==> config.mk <==
export PLATFORM = sky130hd
export DESIGN_NAME = spias_top
export DESIGN_NICKNAME = d
export VERILOG_FILES = /design/src/hw/spias_pkg.sv /design/src/hw/spias_top.sv
export SDC_FILE = /design/constraint.sdc
export NUM_CORES = 1
export LEC_CHECK = 0
export BUFFER_PORTS_ARGS = -buffer_cell sky130_fd_sc_hd__buf_4
export CAP_MARGIN = 5
export CORE_ASPECT_RATIO = 1.5
export CORE_MARGIN = 2
export CORE_UTILIZATION = 35
export DETAILED_ROUTE_END_ITERATION = 10
export GPL_TIMING_DRIVEN = 0
export PLACE_DENSITY = 0.54
export SETUP_SLACK_MARGIN = 0.05
export SYNTH_ARGS = -nofsm -noshare
export SYNTH_HDL_FRONTEND = slang
export SYNTH_SLANG_ARGS = --single-unit
==> constraint.sdc <==
create_clock -name aclk -period 4.45 [get_ports aclk]
set_input_delay 0.445 -clock aclk [delete_from_list [all_inputs] [get_ports aclk]]
set_output_delay 0.445 -clock aclk [all_outputs]
set_load 0.03 [all_outputs]
==> src/hw/spias_pkg.sv <==
// constants for the serial port interrupt, status and error block
package spias_pkg;
  // register byte offsets
  localparam logic [7:0] SPIAS_OFF_CTRL = 8'h00;
  localparam logic [7:0] SPIAS_OFF_FLAGS = 8'h04;
  localparam logic [7:0] SPIAS_OFF_TXHOLD = 8'h08;
  localparam logic [7:0] SPIAS_OFF_RXHOLD = 8'h0c;
  localparam logic [7:0] SPIAS_OFF_BAUD = 8'h10;
  // serial_ctrl_reg fields
  localparam int SPIAS_C_TXE_IE = 0;
  localparam int SPIAS_C_RX_IE = 1;
  localparam int SPIAS_C_TXD_IE = 2;
  localparam int SPIAS_C_TE = 3;
  localparam int SPIAS_C_RE = 4;
  localparam int SPIAS_C_SYNC = 5;
  localparam int SPIAS_C_EXTCLK = 6;
  localparam int SPIAS_C_PAREN = 7;
  // serial_flags_reg fields
  localparam int SPIAS_F_TXE = 0;
  localparam int SPIAS_F_RXF = 1;
  localparam int SPIAS_F_OVR = 2;
  localparam int SPIAS_F_FRM = 3;
  localparam int SPIAS_F_PAR = 4;
  localparam int SPIAS_F_TXD = 5;
  // reset values
  localparam logic [7:0] SPIAS_CTRL_RST = 8'h00;
  localparam logic [7:0] SPIAS_BAUD_RST = 8'h00;
  // oversampling: last base clock index of a bit, sample point index
  localparam logic [3:0] SPIAS_OVS_LAST = 4'hf;
  localparam logic [3:0] SPIAS_OVS_SMP = 4'h7;
  localparam logic [2:0] SPIAS_LAST_BIT = 3'h7;
  // late-disable windows in half clocks; cycles round down
  localparam int SPIAS_WIN_EXT_HALF = 7;
  localparam int SPIAS_WIN_INT_HALF = 3;
  localparam logic [1:0] SPIAS_WIN_EXT_CYC = 2'((SPIAS_WIN_EXT_HALF / 2 < 1) ? 1 : SPIAS_WIN_EXT_HALF / 2);
  localparam logic [1:0] SPIAS_WIN_INT_CYC = 2'((SPIAS_WIN_INT_HALF / 2 < 1) ? 1 : SPIAS_WIN_INT_HALF / 2);
  // priority codes, highest first
  localparam logic [1:0] SPIAS_PRI_FAULT = 2'h0;
  localparam logic [1:0] SPIAS_PRI_RXF = 2'h1;
  localparam logic [1:0] SPIAS_PRI_TXE = 2'h2;
  localparam logic [1:0] SPIAS_PRI_TXD = 2'h3;
  localparam logic [1:0] SPIAS_RESP_OK = 2'h0;
  localparam logic [1:0] SPIAS_RESP_ERR = 2'h2;
  typedef enum logic [2:0] {TX_IDLE, TX_START, TX_DATA, TX_PAR, TX_STOP} spias_tx_st_t;
  typedef enum logic [2:0] {RX_IDLE, RX_START, RX_DATA, RX_PAR, RX_STOP} spias_rx_st_t;
endpackage

==> src/hw/spias_top.sv <==
// serial port with interrupt, status flag and receive error handling
`timescale 1ns/10ps
`default_nettype none
module spias_top
  import spias_pkg::*;
#(
  parameter int ADDR_W = 8
)(
  input wire logic aclk,
  input wire logic aresetn,
  input wire logic ce,
  input wire logic [ADDR_W-1:0] s_axi_awaddr,
  input wire logic s_axi_awvalid,
  output logic s_axi_awready,
  input wire logic [31:0] s_axi_wdata,
  input wire logic [3:0] s_axi_wstrb,
  input wire logic s_axi_wvalid,
  output logic s_axi_wready,
  output logic [1:0] s_axi_bresp,
  output logic s_axi_bvalid,
  input wire logic s_axi_bready,
  input wire logic [ADDR_W-1:0] s_axi_araddr,
  input wire logic s_axi_arvalid,
  output logic s_axi_arready,
  output logic [31:0] s_axi_rdata,
  output logic [1:0] s_axi_rresp,
  output logic s_axi_rvalid,
  input wire logic s_axi_rready,
  input wire logic rxd_in,
  output logic txd_out,
  input wire logic sck_in,
  output logic sck_out,
  output logic sck_oe_n,
  input wire logic dma_tx_wr,
  input wire logic [7:0] dma_tx_data,
  input wire logic dma_rx_rd,
  output logic [7:0] dma_rx_data,
  output logic rx_fault_irq,
  output logic rx_full_irq,
  output logic tx_empty_irq,
  output logic tx_done_irq,
  output logic irq_any,
  output logic [1:0] irq_top
);
  logic [7:0] ctrl_r, baud_r, baud_cnt_r, tx_hold_r, tx_shift_r, rx_shift_r;
  logic tx_empty_flag, rx_full_flag, overrun_flag, frame_fault_flag;
  logic parity_error_flag, tx_done_flag;
  logic aw_v_r, w_v_r;
  logic [ADDR_W-1:0] aw_addr_r;
  logic [31:0] w_data_r;
  logic [3:0] w_strb_r;
  logic rxd_s1, rxd_s2, sck_s1, sck_s2, sck_s3;
  spias_tx_st_t tx_st_r;
  spias_rx_st_t rx_st_r;
  logic [3:0] tx_cnt_r, rx_cnt_r;
  logic [2:0] tx_idx_r, rx_idx_r;
  logic tx_real_r, seen_rise_r, rx_par_r, copy_pend_r;
  logic [1:0] copy_cnt_r;

  wire tx_empty_irq_en = ctrl_r[SPIAS_C_TXE_IE];
  wire rx_irq_en = ctrl_r[SPIAS_C_RX_IE];
  wire tx_done_irq_en = ctrl_r[SPIAS_C_TXD_IE];
  wire transmit_enable = ctrl_r[SPIAS_C_TE];
  wire rcv_enable = ctrl_r[SPIAS_C_RE];
  wire sync_mode = ctrl_r[SPIAS_C_SYNC];
  wire ext_clk = ctrl_r[SPIAS_C_EXTCLK];
  wire par_en = ctrl_r[SPIAS_C_PAREN];
  wire err_any = overrun_flag | frame_fault_flag | parity_error_flag;

  // bus write stage: address and data taken in either order
  wire wr_fire = aw_v_r && w_v_r && !s_axi_bvalid;
  wire wr_lane0 = wr_fire && w_strb_r[0];
  wire wr_ctrl = wr_lane0 && (aw_addr_r == ADDR_W'(SPIAS_OFF_CTRL));
  wire wr_flags = wr_lane0 && (aw_addr_r == ADDR_W'(SPIAS_OFF_FLAGS));
  wire wr_txh = wr_lane0 && (aw_addr_r == ADDR_W'(SPIAS_OFF_TXHOLD));
  wire wr_baud = wr_lane0 && (aw_addr_r == ADDR_W'(SPIAS_OFF_BAUD));
  logic wr_mapped;
  always_comb
  begin
    if (aw_addr_r == ADDR_W'(SPIAS_OFF_CTRL)) wr_mapped = 1'b1;
    else if (aw_addr_r == ADDR_W'(SPIAS_OFF_FLAGS)) wr_mapped = 1'b1;
    else if (aw_addr_r == ADDR_W'(SPIAS_OFF_TXHOLD)) wr_mapped = 1'b1;
    else if (aw_addr_r == ADDR_W'(SPIAS_OFF_RXHOLD)) wr_mapped = 1'b1;
    else if (aw_addr_r == ADDR_W'(SPIAS_OFF_BAUD)) wr_mapped = 1'b1;
    else wr_mapped = 1'b0;
  end

  always_ff @(posedge aclk)
  begin
    if (!aresetn)
    begin
      s_axi_awready <= 1'b1;
      s_axi_wready <= 1'b1;
      aw_v_r <= 1'b0;
      w_v_r <= 1'b0;
      aw_addr_r <= '0;
      w_data_r <= 32'h0000_0000;
      w_strb_r <= 4'h0;
      s_axi_bvalid <= 1'b0;
      s_axi_bresp <= SPIAS_RESP_OK;
    end
    else if (ce)
    begin
      if (s_axi_awready && s_axi_awvalid)
      begin
        aw_v_r <= 1'b1;
        aw_addr_r <= s_axi_awaddr;
        s_axi_awready <= 1'b0;
      end
      if (s_axi_wready && s_axi_wvalid)
      begin
        w_v_r <= 1'b1;
        w_data_r <= s_axi_wdata;
        w_strb_r <= s_axi_wstrb;
        s_axi_wready <= 1'b0;
      end
      if (wr_fire)
      begin
        s_axi_bvalid <= 1'b1;
        s_axi_bresp <= wr_mapped ? SPIAS_RESP_OK : SPIAS_RESP_ERR;
      end
      if (s_axi_bvalid && s_axi_bready)
      begin
        s_axi_bvalid <= 1'b0;
        aw_v_r <= 1'b0;
        w_v_r <= 1'b0;
        s_axi_awready <= 1'b1;
        s_axi_wready <= 1'b1;
      end
    end
  end

  // read stage: answer one cycle after the address is taken
  logic [31:0] rd_mux;
  logic rd_ok;
  always_comb
  begin
    rd_ok = 1'b1;
    rd_mux = 32'h0000_0000;
    if (s_axi_araddr == ADDR_W'(SPIAS_OFF_CTRL)) rd_mux[7:0] = ctrl_r;
    else if (s_axi_araddr == ADDR_W'(SPIAS_OFF_FLAGS))
      rd_mux[5:0] = {tx_done_flag, parity_error_flag, frame_fault_flag, overrun_flag,
                     rx_full_flag, tx_empty_flag};
    else if (s_axi_araddr == ADDR_W'(SPIAS_OFF_TXHOLD)) rd_mux[7:0] = tx_hold_r;
    else if (s_axi_araddr == ADDR_W'(SPIAS_OFF_RXHOLD)) rd_mux[7:0] = dma_rx_data;
    else if (s_axi_araddr == ADDR_W'(SPIAS_OFF_BAUD)) rd_mux[7:0] = baud_r;
    else rd_ok = 1'b0;
  end

  always_ff @(posedge aclk)
  begin
    if (!aresetn)
    begin
      s_axi_arready <= 1'b1;
      s_axi_rvalid <= 1'b0;
      s_axi_rdata <= 32'h0000_0000;
      s_axi_rresp <= SPIAS_RESP_OK;
    end
    else if (ce)
    begin
      if (s_axi_arready && s_axi_arvalid)
      begin
        s_axi_arready <= 1'b0;
        s_axi_rvalid <= 1'b1;
        s_axi_rdata <= rd_mux;
        s_axi_rresp <= rd_ok ? SPIAS_RESP_OK : SPIAS_RESP_ERR;
      end
      else if (s_axi_rvalid && s_axi_rready)
      begin
        s_axi_rvalid <= 1'b0;
        s_axi_arready <= 1'b1;
      end
    end
  end

  // control, baud and transmit hold registers
  always_ff @(posedge aclk)
  begin
    if (!aresetn)
    begin
      ctrl_r <= SPIAS_CTRL_RST;
      baud_r <= SPIAS_BAUD_RST;
      tx_hold_r <= 8'h00;
    end
    else if (ce)
    begin
      if (wr_ctrl) ctrl_r <= w_data_r[7:0];
      if (wr_baud) baud_r <= w_data_r[7:0];
      // accepted whatever the empty flag says
      if (dma_tx_wr) tx_hold_r <= dma_tx_data;
      else if (wr_txh) tx_hold_r <= w_data_r[7:0];
    end
  end

  // pin synchronisers and base clock at 16x bit rate
  always_ff @(posedge aclk)
  begin
    if (!aresetn)
    begin
      {rxd_s1, rxd_s2, sck_s1, sck_s2, sck_s3} <= 5'h1f;
      baud_cnt_r <= 8'h00;
    end
    else if (ce)
    begin
      rxd_s1 <= rxd_in;
      rxd_s2 <= rxd_s1;
      sck_s1 <= sck_in;
      sck_s2 <= sck_s1;
      sck_s3 <= sck_s2;
      baud_cnt_r <= (baud_cnt_r == 8'h00) ? baud_r : baud_cnt_r - 8'h01;
    end
  end
  wire tick = (baud_cnt_r == 8'h00);
  wire ext_rise = sck_s2 && !sck_s3;
  wire ext_fall = !sck_s2 && sck_s3;
  wire sync_ext = sync_mode && ext_clk;
  wire sync_int = sync_mode && !ext_clk;

  // transmitter
  wire bit_end = sync_ext ? (ext_fall && seen_rise_r) : (tick && tx_cnt_r == SPIAS_OVS_LAST);
  wire tx_frame_end = (tx_st_r != TX_IDLE) && bit_end &&
                      ((tx_st_r == TX_STOP) || (sync_mode && tx_st_r == TX_DATA &&
                       tx_idx_r == SPIAS_LAST_BIT));
  // receive errors hold off sync transmission
  wire tx_can = transmit_enable && !tx_empty_flag && !(sync_mode && err_any);
  // chain the next byte at frame end if one waits
  wire tx_load = tx_can && ((tx_st_r == TX_IDLE) || tx_frame_end);
  wire rx_only_go = sync_int && tx_st_r == TX_IDLE && rcv_enable && !transmit_enable &&
                    !rx_full_flag && !err_any;
  wire int_rise = sync_int && tx_st_r == TX_DATA && tick && tx_cnt_r == SPIAS_OVS_SMP;

  always_ff @(posedge aclk)
  begin
    if (!aresetn)
    begin
      tx_st_r <= TX_IDLE;
      tx_cnt_r <= 4'h0;
      tx_idx_r <= 3'h0;
      tx_shift_r <= 8'h00;
      tx_real_r <= 1'b0;
      seen_rise_r <= 1'b0;
      txd_out <= 1'b1;
      sck_out <= 1'b1;
      sck_oe_n <= 1'b1;
    end
    else if (ce)
    begin
      // internal sync clock: low first half of each bit, high second half
      sck_out <= !(sync_int && tx_st_r == TX_DATA && !tx_cnt_r[3]);
      sck_oe_n <= !(sync_int && (transmit_enable || rcv_enable));
      if (ext_rise) seen_rise_r <= 1'b1;
      if (bit_end || tx_st_r == TX_IDLE) seen_rise_r <= 1'b0;
      if (tick) tx_cnt_r <= tx_cnt_r + 4'h1;
      // disabling the transmitter drops a transmit frame at once; a receive-only clock frame runs on
      if (!transmit_enable && !rx_only_go && !(tx_st_r != TX_IDLE && !tx_real_r))
      begin
        tx_st_r <= TX_IDLE;
        tx_real_r <= 1'b0;
        if (!sync_mode) txd_out <= 1'b1;
      end
      else if (tx_load)
      begin
        // shift register loaded here, empty flag set alongside
        tx_shift_r <= tx_hold_r;
        tx_real_r <= 1'b1;
        tx_cnt_r <= 4'h0;
        tx_idx_r <= 3'h0;
        tx_st_r <= sync_mode ? TX_DATA : TX_START;
        txd_out <= sync_mode ? tx_hold_r[0] : 1'b0;
      end
      else if (rx_only_go)
      begin
        tx_real_r <= 1'b0;
        tx_cnt_r <= 4'h0;
        tx_idx_r <= 3'h0;
        tx_st_r <= TX_DATA;
      end
      else if (bit_end)
      begin
        case (tx_st_r)
          TX_START:
          begin
            tx_st_r <= TX_DATA;
            txd_out <= tx_shift_r[0];
          end
          TX_DATA:
          begin
            tx_idx_r <= tx_idx_r + 3'h1;
            if (tx_idx_r != SPIAS_LAST_BIT)
            begin
              tx_shift_r <= {1'b0, tx_shift_r[7:1]};
              if (tx_real_r) txd_out <= tx_shift_r[1];
            end
            else if (sync_mode)
              // line keeps the final bit level after a sync frame
              tx_st_r <= TX_IDLE;
            else
            begin
              tx_st_r <= par_en ? TX_PAR : TX_STOP;
              txd_out <= par_en ? ^tx_hold_par(tx_shift_r) : 1'b1;
            end
          end
          TX_PAR:
          begin
            tx_st_r <= TX_STOP;
            txd_out <= 1'b1;
          end
          TX_STOP: tx_st_r <= TX_IDLE;
          default: tx_st_r <= TX_IDLE;
        endcase
      end
    end
  end

  // parity over the byte that just went out; shift keeps only bit 7 at the end
  logic [7:0] tx_par_src_r;
  always_ff @(posedge aclk)
  begin
    if (!aresetn) tx_par_src_r <= 8'h00;
    else if (ce && tx_load) tx_par_src_r <= tx_hold_r;
  end
  function automatic logic [7:0] tx_hold_par(input logic [7:0] unused_shift);
    tx_hold_par = tx_par_src_r;
  endfunction

  // receiver
  wire sync_rise = sync_ext ? ext_rise : int_rise;
  wire rx_smp = sync_mode ? sync_rise : (tick && rx_cnt_r == SPIAS_OVS_SMP);
  wire rx_sync_last = sync_mode && rx_st_r == RX_DATA && rx_idx_r == SPIAS_LAST_BIT;
  wire rx_done = rx_smp && (rx_st_r == RX_STOP || rx_sync_last);
  wire [7:0] rx_byte = rx_sync_last ? {rxd_s2, rx_shift_r[7:1]} : rx_shift_r;
  wire rx_perr = !sync_mode && par_en && (rx_par_r != ^rx_shift_r);
  wire rx_ferr = !sync_mode && !rxd_s2;

  always_ff @(posedge aclk)
  begin
    if (!aresetn)
    begin
      rx_st_r <= RX_IDLE;
      rx_cnt_r <= 4'h0;
      rx_idx_r <= 3'h0;
      rx_shift_r <= 8'h00;
      rx_par_r <= 1'b0;
    end
    else if (ce)
    begin
      // base clock count from start, sample at its eighth pulse
      if (tick) rx_cnt_r <= rx_cnt_r + 4'h1;
      if (!rcv_enable) rx_st_r <= RX_IDLE;
      else
      begin
        case (rx_st_r)
          RX_IDLE:
            // a low line restarts a frame, so a break refaults
            if (!sync_mode && !rxd_s2)
            begin
              rx_st_r <= RX_START;
              rx_cnt_r <= 4'h0;
            end
            else if (sync_mode && !err_any && sync_rise)
            begin
              rx_shift_r <= {rxd_s2, rx_shift_r[7:1]};
              rx_idx_r <= 3'h1;
              rx_st_r <= RX_DATA;
            end
          RX_START:
            if (rx_smp)
            begin
              rx_st_r <= rxd_s2 ? RX_IDLE : RX_DATA;
              rx_idx_r <= 3'h0;
            end
          RX_DATA:
            if (rx_smp)
            begin
              rx_shift_r <= {rxd_s2, rx_shift_r[7:1]};
              rx_idx_r <= rx_idx_r + 3'h1;
              if (rx_idx_r == SPIAS_LAST_BIT)
                rx_st_r <= sync_mode ? RX_IDLE : (par_en ? RX_PAR : RX_STOP);
            end
          RX_PAR:
            if (rx_smp)
            begin
              rx_par_r <= rxd_s2;
              rx_st_r <= RX_STOP;
            end
          RX_STOP: if (rx_smp) rx_st_r <= RX_IDLE;
          default: rx_st_r <= RX_IDLE;
        endcase
      end
    end
  end

  // receive hold and the delayed copy of sync mode
  always_ff @(posedge aclk)
  begin
    if (!aresetn)
    begin
      dma_rx_data <= 8'h00;
      copy_pend_r <= 1'b0;
      copy_cnt_r <= 2'h0;
    end
    else if (ce)
    begin
      if (rx_done && !rx_full_flag && (!sync_mode))
        // good or faulty bytes without overrun reach the hold
        dma_rx_data <= rx_byte;
      else if (rx_done && !rx_full_flag)
      begin
        copy_pend_r <= 1'b1;
        copy_cnt_r <= ext_clk ? SPIAS_WIN_EXT_CYC : SPIAS_WIN_INT_CYC;
      end
      // late disable leaves the hold untouched
      else if (copy_pend_r && !rcv_enable) copy_pend_r <= 1'b0;
      else if (copy_pend_r && copy_cnt_r == 2'h1)
      begin
        copy_pend_r <= 1'b0;
        dma_rx_data <= rx_shift_r;
      end
      else if (copy_pend_r) copy_cnt_r <= copy_cnt_r - 2'h1;
    end
  end

  // status flags; a hardware set always beats a clear in the same cycle
  always_ff @(posedge aclk)
  begin
    if (!aresetn)
    begin
      tx_empty_flag <= 1'b1;
      tx_done_flag <= 1'b1;
      {rx_full_flag, overrun_flag, frame_fault_flag, parity_error_flag} <= 4'h0;
    end
    else if (ce)
    begin
      // load or disable sets, unit write clears
      if (!transmit_enable || tx_load) tx_empty_flag <= 1'b1;
      else if (dma_tx_wr || (wr_flags && !w_data_r[SPIAS_F_TXE])) tx_empty_flag <= 1'b0;
      // nothing waiting at frame end marks transmission done
      if (!transmit_enable || (tx_frame_end && tx_real_r && !tx_can)) tx_done_flag <= 1'b1;
      else if (tx_load || (wr_flags && !w_data_r[SPIAS_F_TXD])) tx_done_flag <= 1'b0;
      // clean byte sets full, unit read clears
      if (rx_done && !rx_full_flag && !rx_perr && !rx_ferr) rx_full_flag <= 1'b1;
      else if (dma_rx_rd || (wr_flags && !w_data_r[SPIAS_F_RXF])) rx_full_flag <= 1'b0;
      if (rx_done && rx_full_flag) overrun_flag <= 1'b1;
      else if (wr_flags && !w_data_r[SPIAS_F_OVR]) overrun_flag <= 1'b0;
      // framing fault sets again while the break persists
      if (rx_done && rx_ferr) frame_fault_flag <= 1'b1;
      else if (wr_flags && !w_data_r[SPIAS_F_FRM]) frame_fault_flag <= 1'b0;
      if (rx_done && rx_perr) parity_error_flag <= 1'b1;
      else if (wr_flags && !w_data_r[SPIAS_F_PAR]) parity_error_flag <= 1'b0;
    end
  end

  // request lines and priority code
  always_ff @(posedge aclk)
  begin
    if (!aresetn)
    begin
      {rx_fault_irq, rx_full_irq, tx_empty_irq, tx_done_irq, irq_any} <= 5'h00;
      irq_top <= SPIAS_PRI_FAULT;
    end
    else if (ce)
    begin
      // level requests, one line each, enable gated
      // faults share the receive enable, no transfer start
      rx_fault_irq <= rx_irq_en && err_any;
      // receive full request doubles as transfer-unit start
      rx_full_irq <= rx_irq_en && rx_full_flag;
      // empty request doubles as transfer-unit start
      tx_empty_irq <= tx_empty_irq_en && tx_empty_flag;
      tx_done_irq <= tx_done_irq_en && tx_done_flag;
      irq_any <= (rx_irq_en && (err_any || rx_full_flag)) || (tx_empty_irq_en && tx_empty_flag)
                 || (tx_done_irq_en && tx_done_flag);
      // fault over full over empty over done
      if (rx_irq_en && err_any) irq_top <= SPIAS_PRI_FAULT;
      else if (rx_irq_en && rx_full_flag) irq_top <= SPIAS_PRI_RXF;
      else if (tx_empty_irq_en && tx_empty_flag) irq_top <= SPIAS_PRI_TXE;
      else irq_top <= SPIAS_PRI_TXD;
    end
  end
endmodule // spias_top
`default_nettype wire

==> summary.md <==
| Metric | Value |
|---|---|
| Gate power share | `0.166` |
| Min-Delay Path Class | `in -> reg` |
| Total clock buffers created by CTS | `17` |
| Cell-internal power | `about 2.5 mW` |
| Utilization after layout | `0.433` |
| Avg Cell Area, Syn | `8.16 um^2` |
| CTS tree | `built` |
| N_diodes | `0` |
| Crit-path max cell delay | `760 ps` |
| Worst rel slew slack | `0.297` |
| Crit Path Category | `reg -> reg` |
| Worst-path fanout max | `10` |
| Post-DP Area | `8150 um^2` |
| Crit end category | `flop` |
| Core Rows | `64` |
| Share of cells above drive strength 1 | `0.151` |
| Clock power frac | `0.429` |
| Synth warn | `0` |
| Initial antenna violation count | `0` |
| Pre-CTS setup slack | `1390 ps` |
| Pin count of the biggest net entering global routing | `17` |
| Fin area | `8770 um^2` |
| Most frequent cells in the layout | `dfxtp_1 (145), nand2_1 (133), buf_4 (100)` |
| RSZ-0062 raised after global routing | `no` |
| Max_cap viols | `0` |
| Initial Utilization | `0.354` |
| Sw Ratio | `0.290` |
| Cell variety after synth | `68` |
| Largest cells by area after synthesis | `dfxtp_1 (40%), mux2i_1 (8.0%), nand2_1 (7.0%)` |
| Final wirelength | `23.4 mm` |
| Height of the die | `179 um` |
| Worst Slack Setup Final | `1550 ps` |
| Peak VDD IR | `0.000252 V` |
| Worst Max-Slew Pin Slew | `~1000 ps` |
| GR Overflow Total | `0` |
| Total GRT Usage | `0.219` |
| CP Data Arrival Time | `3180 ps` |
| Routability cong. | `between 0.8 and 0.9` |
| Final hold violations | `0` |
| Die ar. | `21,700 um^2` |
| Post-synth top area share | `0.405` |
| Vias in the first global route | `6,310` |
| DRT antenna net count | `0` |
| Final Cycle Share | `0.651` |
| Pre-antenna DRT Iters | `6` |
| Mapped cell area | `7170 um^2` |
| Total core area | `20,300 um^2` |
| Ys async rst share | `0` |
| Worst skew pair latency | `430 ps` |
| CTS sink cnt | `145` |
| Final min period | `2900 ps` |
| Hold Path Depth | `3` |
| Slew Viols, Final | `0` |
| Routed via count | `roughly 6,700` |
| Cell taking the most area after synthesis | `dfxtp_1` |
| Port bufs | `74` |
| Data required time at the worst endpoint | `4730 ps` |
| Slowest CP cell | `o21ai_1` |
| Startpoint types | `flop` |
| Power Density | `~400 nW/um^2` |
| Initial detailed-routing violation count | `353` |
| Post-cts resize count | `0` |
| Most common cell after layout, fill and taps aside | `dfxtp_1` |
| Part of the power in registers | `0.405` |
| Hold WS | `235 ps` |
| FF+latch count, synth | `145` |
| CP Cell Sequence | `inv_1 > ha_1 > nor3b_2 > nand2_1 > o21ai_1 > a32oi_1 > nor3_1 > a211oi_1` |
| Die width | `121 um` |
| Sw power | `1.03 mW` |
| Top-Level Pins | `131` |
| Number of vias per cell | `5.25` |
| DP HPWL | `17.8 mm` |
| Mapped Cells | `879` |
| Final setup viols | `0` |
| Sequential area share after synthesis | `0.405` |
| Root Buffer | `clkbuf_16` |
| H-tree levels | `4` |
| Hold-fix buffer count after cts | `0` |
| Post-Layout Cell Count | `1,273` |
| Leak pwr | `3.38 nW` |
| Cells on worst reg2reg path | `8` |
| Area Overhead vs Synth | `22.2%` |
| First-pass GRT wire length | `approximately 36 mm` |
| FMAX | `345 MHz` |
| Clk buf depth | `2` |
| Nets | `about 1,100` |
| Setup TNS | `0 ps` |
| Status | `finished clean` |
| WL/cell | `18.4 um` |
| Total Power | `3.55 mW` |
| # DRC | `0` |
| Number of synthesized flops with an enable pin | `0` |
| DP Cell Count | `1,242` |
| Setup Skew | `7.90 ps` |
| Postcts setup bufs | `0` |
| Clock transition at the registers of the reported paths | `70 ps` |
| Dominant synthesized flop cell | `dfxtp_1` |
[cells in the mapped netlist, drive strengths merged (4+ instances only)]
| library cell | instances |
|---|---|
| or3 | 7 |
| nand4 | 10 |
| a211oi | 19 |
| nor2 | 97 |
| and3 | 7 |
| o211ai | 5 |
| nor3b | 4 |
| nor3 | 20 |
| dfxtp | 145 |
| a21oi | 75 |
| inv | 15 |
| buf | 45 |
| nor4 | 6 |
| xnor2 | 16 |
| mux2i | 58 |
| a21o | 5 |
| xor2 | 5 |
| o2111ai | 4 |
| o22ai | 4 |
| nand2 | 133 |
| nand2b | 10 |
| nand3b | 5 |
| ha | 8 |
| nand3 | 37 |
| o21ai | 38 |
| clkbuf | 34 |
| and2 | 5 |
| o221ai | 10 |
[power by group through the flow]
stage,combinational (mW),sequential [mW],clock (mW)
floorplan,0.412,1.45,0
detailed placement,0.580,1.46,0
global placement,0.585,1.46,0
global route,0.643,1.44,1.60
CTS,0.582,1.44,1.55
finish,0.588,1.44,1.52
[state kept, by name, indices dropped and copies added (netlist names), 4 cells and up]
signal,flops
tx_shift_r,8
s_axi_rdata,8
aw_addr_r,8
rx_shift_r,8
baud_r,8
tx_cnt_r,4
dma_rx_data,8
ctrl_r,8
baud_cnt_r,8
w_data_r,8
rx_cnt_r,4
tx_hold_r,8
tx_par_src_r,8
[final timing paths]
path             startpoint              to  slack, ps
max           baud_cnt_r[0]     rx_idx_r[0]       1550
min                  rxd_in          rxd_s1        230
max reg2reg   baud_cnt_r[0]     rx_idx_r[0]       1550
min reg2reg  s_axi_rdata[5]  s_axi_rdata[5]        460
[final cells by class]
| cell class | count | area [um^2] |
|---|---|---|
| flip-flops and latches | 145 | 2900 |
| plain buffers | 79 | 424 |
| clock buffers | 18 | 429 |
| fillers | 2114 | 11500 |
| well taps | 264 | 330 |
| repair buffers | 74 | 556 |
| inverters | 15 | 56.3 |
| multi-input cells | 665 | 3880 |
| clock inverters | 13 | 186 |
[logic make-up after synthesis]
| group | synth area share |
|---|---|
| other cells | 0.000523 |
| buf+inv | 0.0670 |
| fa+ha+maj | 0.0140 |
| simple gates | 0.238 |
| mux | 0.0827 |
| xor+xnor | 0.0256 |
| compound gates | 0.168 |
| flops | 0.405 |
[per-layer routing]
layer	GRT usage	wire length (um)	up-vias
li1	-	-	3310
met4	0.104	795	0
met2	0.408	12300	186
met1	0.239	9340	3135
met3	0.0345	909	50
met5	0	0	-
[critical path, delay by kind of cell (launching register included)]
family | cells | cell delay, ps
AOI/OAI and AO/OA | 3 | 1150
and+or+nand+nor | 3 | 950
DFF | 1 | 350
adders and majority gates | 1 | 210
buffers and inverters | 1 | 70
Power figures use the tool's default switching activity.
